$ cat src/common/tcd_pkg.sv
// Purpose: constants for the transmit command word decoder
// Assumes: 32-bit command and data words, one clock
// Notes: field positions of command words A and B
//
// Behaviour
// - start offset from A[20:16], 0..31 bytes
// - A bit 13 marks first segment
// - A bit 12 marks last segment
// - size plus alignment gives padding words to drop
// - sum sizes, mismatch with length sets error
// - length differs from bytes supplied sets error
// - copy B tag to status word only
// - checksum when B14, first segment, engine enabled
// - B bit 13 suppresses appended check sequence
// - B bit 12 stops padding, forces check sequence
// - A bit 31 raises buffer done after load
// - command B equal across packet, else error
package tcd_pkg;
   localparam int unsigned TCD_W = 32;
   localparam int unsigned TCD_FIFO_DEPTH = 16;
   localparam int unsigned TCD_A_IOC = 31;
   localparam int unsigned TCD_A_ALIGN_HI = 25;
   localparam int unsigned TCD_A_ALIGN_LO = 24;
   localparam int unsigned TCD_A_OFS_HI = 20;
   localparam int unsigned TCD_A_OFS_LO = 16;
   localparam int unsigned TCD_A_FIRST = 13;
   localparam int unsigned TCD_A_LAST = 12;
   localparam int unsigned TCD_SIZE_HI = 10;
   localparam int unsigned TCD_B_TAG_HI = 31;
   localparam int unsigned TCD_B_TAG_LO = 16;
   localparam int unsigned TCD_B_CK = 14;
   localparam int unsigned TCD_B_NOCRC = 13;
   localparam int unsigned TCD_B_NOPAD = 12;
   localparam logic [1:0] TCD_AL_4 = 2'h0;
   localparam logic [1:0] TCD_AL_16 = 2'h1;
   localparam logic [1:0] TCD_AL_32 = 2'h2;
   localparam logic [12:0] TCD_ZERO13 = 13'h0000;
   localparam logic [13:0] TCD_ZERO14 = 14'h0000;
   localparam logic [13:0] TCD_ONE14 = 14'h0001;
   typedef enum logic [1:0] {
      TCD_S_CMDA = 2'b00,
      TCD_S_CMDB = 2'b01,
      TCD_S_DATA = 2'b11,
      TCD_S_PAD = 2'b10
   } tcd_state_e;
endpackage : tcd_pkg

$ cat src/logic/tcd_fifo.sv
// Purpose: synchronous FIFO holding transmit data words
// Assumes: single clock, valid/ready on both sides
// Notes: storage read data leaves through a register
`timescale 1ns/1ns
`default_nettype none
module tcd_fifo #(
   parameter int unsigned WIDTH = 32,
   parameter int unsigned DEPTH = 16
) (
   // clock and reset
   input wire logic clk_sys,
   input wire logic arst_n,
   // fill side
   input wire logic in_valid,
   output logic in_ready,
   input wire logic [WIDTH-1:0] in_data,
   // drain side
   output logic out_valid,
   input wire logic out_ready,
   output logic [WIDTH-1:0] out_data
);
   localparam int unsigned AW = $clog2(DEPTH);
   logic [WIDTH-1:0] mem_reg [DEPTH];
   logic [AW:0] wr_ptr_reg;
   logic [AW:0] rd_ptr_reg;
   logic [AW:0] count;
   logic out_valid_reg;
   logic [WIDTH-1:0] out_data_reg;
   logic do_wr;
   logic load_out;

   // ====================================================
   // flags; one extra word sits in the output register
   assign count = wr_ptr_reg - rd_ptr_reg;
   assign in_ready = (count != DEPTH[AW:0]);
   assign do_wr = in_valid && in_ready;
   assign load_out = (count != '0) && (!out_valid_reg || out_ready);
   assign out_valid = out_valid_reg;
   assign out_data = out_data_reg;

   // storage write, no reset needed on data
   always_ff @(posedge clk_sys) begin
      if (do_wr) begin
         mem_reg[wr_ptr_reg[AW-1:0]] <= in_data;
      end
   end

   // pointers
   always_ff @(posedge clk_sys or negedge arst_n) begin
      if (!arst_n) begin
         wr_ptr_reg <= '0;
         rd_ptr_reg <= '0;
      end else begin
         if (do_wr) begin
            wr_ptr_reg <= wr_ptr_reg + 1'b1;
         end
         if (load_out) begin
            rd_ptr_reg <= rd_ptr_reg + 1'b1;
         end
      end
   end

   // registered read data
   always_ff @(posedge clk_sys or negedge arst_n) begin
      if (!arst_n) begin
         out_valid_reg <= 1'b0;
         out_data_reg <= '0;
      end else if (load_out) begin
         out_valid_reg <= 1'b1;
         out_data_reg <= mem_reg[rd_ptr_reg[AW-1:0]];
      end else if (out_ready) begin
         out_valid_reg <= 1'b0;
      end
   end
endmodule : tcd_fifo
`default_nettype wire

$ cat src/logic/tcd_decoder.sv
// Purpose: decode per-buffer transmit command words A and B
// Assumes: host stream is cmd A, cmd B, data words, padding
// Notes: data words go through a 16-word FIFO to the MAC
`timescale 1ns/1ns
`default_nettype none
module tcd_decoder (
   // clock and reset
   input wire logic clk_sys,
   input wire logic arst_n,
   // host word stream
   input wire logic wr_valid,
   output logic wr_ready,
   input wire logic [tcd_pkg::TCD_W-1:0] wr_data,
   // configuration
   input wire logic tx_checksum_engine_enable,
   // data toward the MAC
   output logic tx_valid,
   input wire logic tx_ready,
   output logic [tcd_pkg::TCD_W-1:0] tx_data,
   // per-buffer decode, valid from command B on
   output logic [4:0] start_offset,
   output logic first_segment_flag,
   output logic last_segment_flag,
   output logic [15:0] status_tag,
   output logic tx_checksum_request,
   output logic add_fcs,
   output logic add_pad,
   // events
   output logic tx_buffer_done_flag,
   output logic transmitter_error_flag,
   output logic packet_end
);
   import tcd_pkg::*;

   tcd_state_e state_reg;
   logic [TCD_W-1:0] cmd_a_reg;
   logic [TCD_W-1:0] cmd_b_reg;
   logic [TCD_W-1:0] pkt_b_reg;
   logic [13:0] data_left_reg;
   logic [13:0] pad_left_reg;
   logic [11:0] total_reg;
   logic in_pkt_reg;
   logic mismatch_reg;
   logic fifo_in_valid;
   logic fifo_in_ready;
   logic take;
   logic a_first;
   logic a_last;
   logic [13:0] data_words;
   logic [13:0] pad_words;
   logic [11:0] total_next;

   // words spanned by offset plus size, rounded up to whole words
   function automatic logic [13:0] words_of(input logic [4:0] ofs,
                                            input logic [10:0] sz);
      logic [12:0] bytes;
      bytes = {8'h00, ofs} + {2'h0, sz} + 13'h0003;
      return {3'h0, bytes[12:2]};
   endfunction : words_of

   // extra words up to the end alignment; reserved code adds none
   function automatic logic [13:0] pad_of(input logic [13:0] w,
                                          input logic [1:0] al);
      logic [13:0] p;
      p = TCD_ZERO14;
      unique case (al)
         TCD_AL_16: p = {12'h000, 2'(-w[1:0])};
         TCD_AL_32: p = {11'h000, 3'(-w[2:0])};
         default: p = TCD_ZERO14;
      endcase
      return p;
   endfunction : pad_of

   // ====================================================
   // stream decode
   assign take = wr_valid && wr_ready;
   assign a_first = cmd_a_reg[TCD_A_FIRST];
   assign a_last = cmd_a_reg[TCD_A_LAST];
   assign data_words = words_of(
      cmd_a_reg[TCD_A_OFS_HI:TCD_A_OFS_LO],
      cmd_a_reg[TCD_SIZE_HI:0]);
   assign pad_words = pad_of(data_words,
      cmd_a_reg[TCD_A_ALIGN_HI:TCD_A_ALIGN_LO]);
   // only data words wait on the FIFO; commands and padding do not
   assign wr_ready = (state_reg != TCD_S_DATA) || fifo_in_ready;
   assign fifo_in_valid = wr_valid && (state_reg == TCD_S_DATA);
   // first segment restarts the running total
   assign total_next = (a_first ? 12'h000 : total_reg)
      + {1'b0, cmd_a_reg[TCD_SIZE_HI:0]};

   // sequencing through commands, data and padding
   always_ff @(posedge clk_sys or negedge arst_n) begin
      if (!arst_n) begin
         state_reg <= TCD_S_CMDA;
         data_left_reg <= TCD_ZERO14;
         pad_left_reg <= TCD_ZERO14;
      end else if (take) begin
         unique case (state_reg)
            TCD_S_CMDA: state_reg <= TCD_S_CMDB;
            TCD_S_CMDB: begin
               data_left_reg <= data_words;
               pad_left_reg <= pad_words;
               state_reg <= (data_words != TCD_ZERO14) ? TCD_S_DATA :
                  (pad_words != TCD_ZERO14) ? TCD_S_PAD : TCD_S_CMDA;
            end
            TCD_S_DATA: begin
               data_left_reg <= data_left_reg - TCD_ONE14;
               if (data_left_reg == TCD_ONE14) begin
                  state_reg <= (pad_left_reg != TCD_ZERO14) ?
                     TCD_S_PAD : TCD_S_CMDA;
               end
            end
            TCD_S_PAD: begin
               // discarded, never reaches the FIFO
               pad_left_reg <= pad_left_reg - TCD_ONE14;
               if (pad_left_reg == TCD_ONE14) begin
                  state_reg <= TCD_S_CMDA;
               end
            end
         endcase
      end
   end

   // command capture
   always_ff @(posedge clk_sys or negedge arst_n) begin
      if (!arst_n) begin
         cmd_a_reg <= '0;
         cmd_b_reg <= '0;
      end else if (take && state_reg == TCD_S_CMDA) begin
         cmd_a_reg <= wr_data;
      end else if (take && state_reg == TCD_S_CMDB) begin
         cmd_b_reg <= wr_data;
      end
   end

   // packet tracking: running total, command B consistency
   always_ff @(posedge clk_sys or negedge arst_n) begin
      if (!arst_n) begin
         total_reg <= 12'h000;
         pkt_b_reg <= '0;
         in_pkt_reg <= 1'b0;
         mismatch_reg <= 1'b0;
      end else if (take && state_reg == TCD_S_CMDB) begin
         total_reg <= total_next;
         in_pkt_reg <= !a_last;
         if (a_first) begin
            pkt_b_reg <= wr_data;
            mismatch_reg <= 1'b0;
         end else if (wr_data != pkt_b_reg || !in_pkt_reg) begin
            mismatch_reg <= 1'b1;
         end
      end
   end

   // error and end events at command B, done at the last data word (or command B with no data); one cycle each
   always_ff @(posedge clk_sys or negedge arst_n) begin
      if (!arst_n) begin
         transmitter_error_flag <= 1'b0;
         tx_buffer_done_flag <= 1'b0;
         packet_end <= 1'b0;
      end else begin
         transmitter_error_flag <= 1'b0;
         packet_end <= 1'b0;
         tx_buffer_done_flag <= 1'b0;
         if (take && state_reg == TCD_S_CMDB && a_last) begin
            packet_end <= 1'b1;
            // total against length, plus any command B disagreement;
            // a first segment starts clean, so a stale mismatch or an
            // earlier packet's command B must not count against it
            transmitter_error_flag <= (total_next !=
               {1'b0, wr_data[TCD_SIZE_HI:0]})
               || (!a_first && (mismatch_reg
               || !in_pkt_reg || wr_data != pkt_b_reg));
         end
         // buffer done once its last data word is loaded
         if (cmd_a_reg[TCD_A_IOC] && take &&
             ((state_reg == TCD_S_DATA && data_left_reg == TCD_ONE14) ||
              (state_reg == TCD_S_CMDB && data_words == TCD_ZERO14))) begin
            tx_buffer_done_flag <= 1'b1;
         end
      end
   end

   // decoded per-buffer controls
   always_ff @(posedge clk_sys or negedge arst_n) begin
      if (!arst_n) begin
         start_offset <= 5'h00;
         first_segment_flag <= 1'b0;
         last_segment_flag <= 1'b0;
         status_tag <= 16'h0000;
         tx_checksum_request <= 1'b0;
         add_fcs <= 1'b0;
         add_pad <= 1'b0;
      end else if (take && state_reg == TCD_S_CMDB) begin
         start_offset <= cmd_a_reg[TCD_A_OFS_HI:TCD_A_OFS_LO];
         first_segment_flag <= a_first;
         last_segment_flag <= a_last;
         status_tag <= wr_data[TCD_B_TAG_HI:TCD_B_TAG_LO];
         tx_checksum_request <= wr_data[TCD_B_CK] && a_first
            && tx_checksum_engine_enable;
         // no-pad forces the check sequence back on
         add_fcs <= !wr_data[TCD_B_NOCRC]
            || wr_data[TCD_B_NOPAD];
         add_pad <= !wr_data[TCD_B_NOPAD];
      end
   end

   // data buffer toward the MAC; back-pressure reaches wr_ready
   tcd_fifo #(
      .WIDTH(TCD_W),
      .DEPTH(TCD_FIFO_DEPTH)
   ) u_fifo (
      .clk_sys(clk_sys),
      .arst_n(arst_n),
      .in_valid(fifo_in_valid),
      .in_ready(fifo_in_ready),
      .in_data(wr_data),
      .out_valid(tx_valid),
      .out_ready(tx_ready),
      .out_data(tx_data)
   );
endmodule : tcd_decoder
`default_nettype wire

$ cat config.mk
export PLATFORM = sky130hd
export DESIGN_NAME = tcd_decoder
export DESIGN_NICKNAME = d
export VERILOG_FILES = /design/src/common/tcd_pkg.sv /design/src/logic/tcd_fifo.sv /design/src/logic/tcd_decoder.sv
export SDC_FILE = /design/constraint.sdc
export NUM_CORES = 1
export LEC_CHECK = 0
export BUFFER_PORTS_ARGS = -buffer_cell sky130_fd_sc_hd__buf_2
export CAP_MARGIN = 30
export CELL_PAD_IN_SITES_DETAIL_PLACEMENT = 0
export CELL_PAD_IN_SITES_GLOBAL_PLACEMENT = 1
export CORE_MARGIN = 2
export CORE_UTILIZATION = 35
export CTS_BUF_LIST = sky130_fd_sc_hd__clkbuf_2 sky130_fd_sc_hd__clkbuf_4 sky130_fd_sc_hd__clkbuf_8
export DETAILED_ROUTE_END_ITERATION = 12
export HOLD_SLACK_MARGIN = 0.02
export PLACE_DENSITY_LB_ADDON = 0.05
export SETUP_SLACK_MARGIN = 0.02
export SLEW_MARGIN = 20
export SYNTH_ARGS = -nofsm -noshare
export SYNTH_HDL_FRONTEND = slang
export SYNTH_HIERARCHICAL = 1
export SYNTH_SLANG_ARGS = --single-unit
$ cat constraint.sdc
create_clock -name clk_sys -period 7.1 [get_ports clk_sys]
set_clock_uncertainty 0.2 [all_clocks]
set_input_delay 1.42 -clock clk_sys [delete_from_list [all_inputs] [get_ports clk_sys]]
set_output_delay 1.42 -clock clk_sys [all_outputs]
set_load 0.005 [all_outputs]
# Word-level counts from Yosys, hierarchy flattened
# Memory sizes are Yosys's and may differ from the RTL's. A register that Yosys moved wholly into a read port is not among the register bits.
# Cells that the tools add are included.
# word_totals
reg_bits	148
latchBits	0
ramBits	512
mem_bits_ro	0
in_bits	37
n_memories	1
# mem_list
name	words	width	rd	rd_ports_with_merged_regs	wr	line_no	source
u_fifo.mem_reg	16	32	1	1	1	tcd_fifo.sv:23	logic [WIDTH-1:0] mem_reg [DEPTH];
# classes
addsub	10
mul	0
n_div	0
magnitude_cmp	0
eq_ne	13
n_shift	0
n_mux	19
bitwise_logic	0
n_reduce_logical	44
# op_table
cell	n
case mux 14 bit (2 select lines)	2
nonzero test 14 bit	3
!= test 32 bit	1
== test 14 x 1 -> 1 bit, second input constant	2
subtractor 14 x 1 -> 14 bit, second input constant	2
logical AND 1 bit	14
logical NOT 14 bit	1
adder 12 x 2 -> 13 bit, second input constant	1
adder 12 x 11 -> 12 bit	1
adder 5 x 11 -> 12 bit	1
two-way mux 12 bit	1
!= test 12 x 11 -> 1 bit	1
adder 5 x 1 -> 5 bit, second input constant	2
two-way mux 2 bit	5
two-way mux 1 bit	9
logical OR 1 bit	8
case mux 2 bit (4 select lines)	1
AND reduction 2 bit	4
nonzero test 2 bit	4
logical NOT 1 bit	7
== test 2 bit, second input constant	3
case mux 3 bit (2 select lines)	1
!= test 5 bit, second input constant	1
nonzero test 5 bit	1
other kinds (8)	10

# Logic depth before layout (Yosys ltp)
# depth
word_depth	8
mapped_depth	18
mapped_depth_nobuf	14

# Modules after synthesis
# Netlist, hierarchy kept.
# by_module_without_submodules
mod	n_inst	cells_per_inst	area_each_um2	seq_area_each_um2
tcd_fifo	1	1042	21531.9	16450.8
tcd_decoder	1	692	7154.4	3153.0

# Worst setup path before layout
# No wires, ideal clock.
# synth_path
path_type	reg2reg
from	reg u_fifo.rd_ptr_reg[2]
to	mem u_fifo.mem_reg[3][0], enable pin
setup_time_ns	0.461
t_arrival_ns	4.584
t_required_ns	6.439
path_slack_ns	1.855
stages_incl_launch_ff	12
n_path_buf	3
path_cell_list	dfrtp_1 buf_2 buf_1 inv_1 clkbuf_1 ha_1 or2_1 o22ai_2 xor2_2 a41oi_2 nand2_1 nor3_1
# synth_via
elab_chain_cells	5
# synth_rtl
element	line_no	source
start: declaration	tcd_fifo.sv:25	logic [AW:0] rd_ptr_reg;
start signal: assignment	tcd_fifo.sv:58	rd_ptr_reg <= rd_ptr_reg + 1'b1;
subtractor 5 bit	tcd_fifo.sv:34	assign count = wr_ptr_reg - rd_ptr_reg;
!= test 5 bit	tcd_fifo.sv:35	assign in_ready = (count != DEPTH[AW:0]);
logical AND 1 bit	tcd_fifo.sv:36	assign do_wr = in_valid && in_ready;
two-way mux 1 bit	tcd_fifo.sv:43	if (do_wr) begin
two-way mux 1 bit (implied by the code)	tcd_fifo.sv:44	mem_reg[wr_ptr_reg[AW-1:0]] <= in_data;
end: declaration	tcd_fifo.sv:23	
# Every way passes these cells.

# Final worst setup path
# layout_path
from	reg u_fifo.rd_ptr_reg[1]
to	out wr_ready
# layout_via
elab_chain_cells	3
# layout_rtl
element	line_no	source
subtractor 5 bit	tcd_fifo.sv:34	
!= test 5 bit	tcd_fifo.sv:35	
named net fifo_in_ready	tcd_decoder.sv:45	logic fifo_in_ready;
logical OR 1 bit	tcd_decoder.sv:85	assign wr_ready = (state_reg != TCD_S_DATA) || fifo_in_ready;
end: declaration	tcd_decoder.sv:12	output logic wr_ready,
# The timed path passes the listed nets, and every way through them passes these cells.

==> flow_metrics.env <==
export IMPL_r2r_setup_slack_ps=2660
export IMPL_layout_nets=1987
export IMPL_maxCapViolCount=0
export IMPL_worstMarginPinSlew_ps=937
export IMPL_synth_xor_area_share_pct=2.49
export IMPL_ys_flop_type="edfxtp_1"
export IMPL_drive_gt1_share_pct=31.2
export IMPL_synth_top_family_by_area="multiplexers"
export IMPL_grt_pass1_wl_um=111000
export IMPL_antenna_found_initial=3
export IMPL_crit_cells=10
export IMPL_cts_tree="yes"
export IMPL_status="completed"
export IMPL_yosysSeqAreaShare_pct=68.3
export IMPL_cts_resized=0
export IMPL_synth_seq_cells=681
export IMPL_fmax_ghz=0.209
export IMPL_die_w_um=290
export IMPL_post_cts_buffers=0
export IMPL_wl_per_cell_um=24.0
export IMPL_period_share_pct=67.4
export IMPL_fp_dieH_um=290
export IMPL_whs_path_depth=2
export IMPL_dp_hpwl_um=46200
export IMPL_finalSetupViolCount=0
export IMPL_drt_total_wl_um=73900
export IMPL_clock_path_buffers=3
export IMPL_hold_path_class="reg2reg"
export IMPL_synth_compound_area_share_pct=3.95
export IMPL_r2r_cells=16
export IMPL_fin_ws_ps=2310
export IMPL_grt_max_degree=89
export IMPL_dp_slack_ps=2660
export IMPL_end_kind="primary output"
export IMPL_start_kind="register"
export IMPL_grt_pass1_vias=16700
export IMPL_synthesis_area_um2=28700
export IMPL_muxShareOfSynthArea_pct=14.6
export IMPL_area_growth_pct=15.5
export IMPL_synth_fa_ha_area_share_pct=1.88
export IMPL_fin_total_pwr_mw=14.4
export IMPL_crit_reg2reg_capture="pad_left_reg[11]"
export IMPL_vias=15800
export IMPL_powerDensity_nw_per_um2=434
export IMPL_cts_buffers_inserted=119
export IMPL_path_cells="clkinv_1, buf_4, ha_1, nor2b_1, o211a_1, o21ai_0, nand2_1, nand3_1, nand2b_1, buf_2"
export IMPL_avgViaCountPerCell=5.12
export IMPL_rsz0062_at_grt="no"
export IMPL_numClockSinks=681
export IMPL_synthCells=1734
export IMPL_worstHoldEndpoint="total_reg[4]"
export IMPL_crit_path_top_delay_cell="dfrtp_4"
export IMPL_coreArea_um2=80800
export IMPL_cp_required_ps=5480
export IMPL_reg2reg_from="u_fifo/rd_ptr_reg[1]"
export IMPL_synth_edf_count=512
export IMPL_first_pass_iters=5
export IMPL_postPlaceCellArea_um2=30500
export IMPL_irDropWorstVdd_v=0.000241
export IMPL_drc=0
export IMPL_ys_types=76
export IMPL_syn_nets=1813
export IMPL_maxSlewHeadroom_pct=37.4
export IMPL_die_area_um2=84300
export IMPL_final_area_um2=33100
export IMPL_critPathTopFamily="compound AO/OA/AOI/OAI gates"
export IMPL_crit_arrival_ps=3170
export IMPL_drtIter0Drc=1035
export IMPL_std_cell_rows=104
export IMPL_crit_buf_inv=3
export IMPL_ant_nets=0
export IMPL_htree_num_levels=3
export IMPL_finish_utilization_pct=41.0
export IMPL_clk_pin_slew_ps=60
export IMPL_insertion_delay_ps=720
export IMPL_largest_register_ffs=512
export IMPL_track_usage_pct=17.7
export IMPL_path_class="reg2out"
export IMPL_cts_root_buf="clkbuf_8"
export IMPL_async_reset_ff_share_pct=24.8
export IMPL_fin_tns_setup_ps=0
export IMPL_crit_fanout=34
export IMPL_hold_viol_final=0
export IMPL_yosys_warnings=6
export IMPL_slew_viol_final=0
export IMPL_gp_congestion=0.733
export IMPL_leakagePower_nw=12.0
export IMPL_grt_overflow_total=0
export IMPL_ctsHoldBuffers=0
export IMPL_portBuffers=99
export IMPL_finalCriticalPeriod_ps=4790
export IMPL_io_pin_count=100
export IMPL_initial_core_util_pct=35.5
export IMPL_max_stage_delay_ps=470
export IMPL_min_from="total_reg[4]"
export IMPL_synth_simple_gate_area_share_pct=6.47
export IMPL_syn_avg_cell_area_um2=16.5
-- layer usage --
| layer | up-vias | share of wire [%] | GRT usage [%] |
|---|---|---|---|
| met5 | - | 0 | 0 |
| met1 | 8246 | 47 | 25.3 |
| met2 | 363 | 47 | 28.0 |
| li1 | 7056 | - | - |
| met4 | 0 | 1.8 | 5.13 |
| met3 | 91 | 4.3 | 2.75 |
-- cells in the final DEF (no fill, tap or decap), drive strengths merged, types with 36 or more instances in the layout --
master / Yosys / final
a31oi: 40 / 40
edfxtp: 512 / 512
clkbuf: 49 / 193
inv: 34 / 39
nand2: 187 / 187
mux2: 107 / 107
xnor2: 36 / 36
ha: 40 / 40
a21oi: 36 / 36
o21ai: 41 / 41
dfrtp: 169 / 169
mux4: 128 / 128
nor2: 53 / 53
buf: 40 / 141
xor2: 42 / 42
-- cell families (layout without fill, tap and decap cells) --
| logic type | after synthesis | count (layout) |
|---|---|---|
| AOI/OAI and AO/OA | 173 | 173 |
| xor gates and xnor gates | 79 | 79 |
| adders and majority gates | 42 | 42 |
| buffers and inverters | 125 | 405 |
| DFF | 681 | 681 |
| muxes | 240 | 240 |
| other | 0 | 1 |
| and+or+nand+nor | 394 | 394 |
-- worst min-delay path, delay by kind of cell, from the launching register on --
family | cells | cell delay, ps
DFF | 1 | 330
and+or+nand+nor | 2 | 100
-- cells in the mapped netlist, types with 14 or more instances --
library cell / instances / area share, %
xnor2_1: 36 / 1.1
nor2b_1: 15 / 0.33
clkbuf_1: 49 / 0.64
edfxtp_1: 512 / 54
nor3_1: 24 / 0.42
inv_1: 34 / 0.44
mux4_2: 128 / 10
a21oi_1: 36 / 0.63
o21ai_0: 40 / 0.70
nand3_1: 15 / 0.26
nand2_1: 187 / 2.4
a31oi_1: 40 / 0.87
dfrtp_1: 169 / 15
ha_1: 40 / 1.7
xor2_1: 41 / 1.3
nor2_1: 53 / 0.69
and3_1: 35 / 0.76
mux2_2: 93 / 3.7
mux2_4: 14 / 0.73
-- how the worst max path moves through the flow --
stage	start	slack, ps	to
6_report	u_fifo/rd_ptr_reg[1]	2310	wr_ready
5_1_grt	u_fifo/rd_ptr_reg[1]	2070	wr_ready
3_3_place_gp	u_fifo/rd_ptr_reg[1]	2670	pad_left_reg[11]
4_1_cts	u_fifo/rd_ptr_reg[1]	2190	wr_ready
2_1_floorplan	u_fifo/rd_ptr_reg[2]	1850	u_fifo/mem_reg[3][0]
3_5_place_dp	u_fifo/rd_ptr_reg[1]	2660	pad_left_reg[11]
-- final cells by class --
cell class,count,area (um2)
fill,7426,47700
antenna,1,2.50
tap,1060,1330
timing repair buffer,142,928
inverter,36,135
clock buffer,192,2270
multi-input combinational,928,8550
clock inverter,35,310
sequential,681,19600
-- where the power goes --
part / internal [mW] / leakage [nW] / switching (mW) / total [mW]
Clock: 2.21 / 1.39 / 1.62 / 3.83
Sequential: 4.92 / 6.66 / 0.480 / 5.40
Combinational: 2.26 / 3.95 / 2.88 / 5.14
Total: 9.39 / 12.0 / 4.98 / 14.4
-- through the flow --
stage | hold slack, ps | instances
2_1_floorplan | 238 | 1734
5_1_grt | 308 | 3075
3_3_place_gp | 252 | 2839
3_5_place_dp | 255 | 2845
6_report | 264 | 3075
4_1_cts | 269 | 3072
Power figures use the tool's default switching activity.
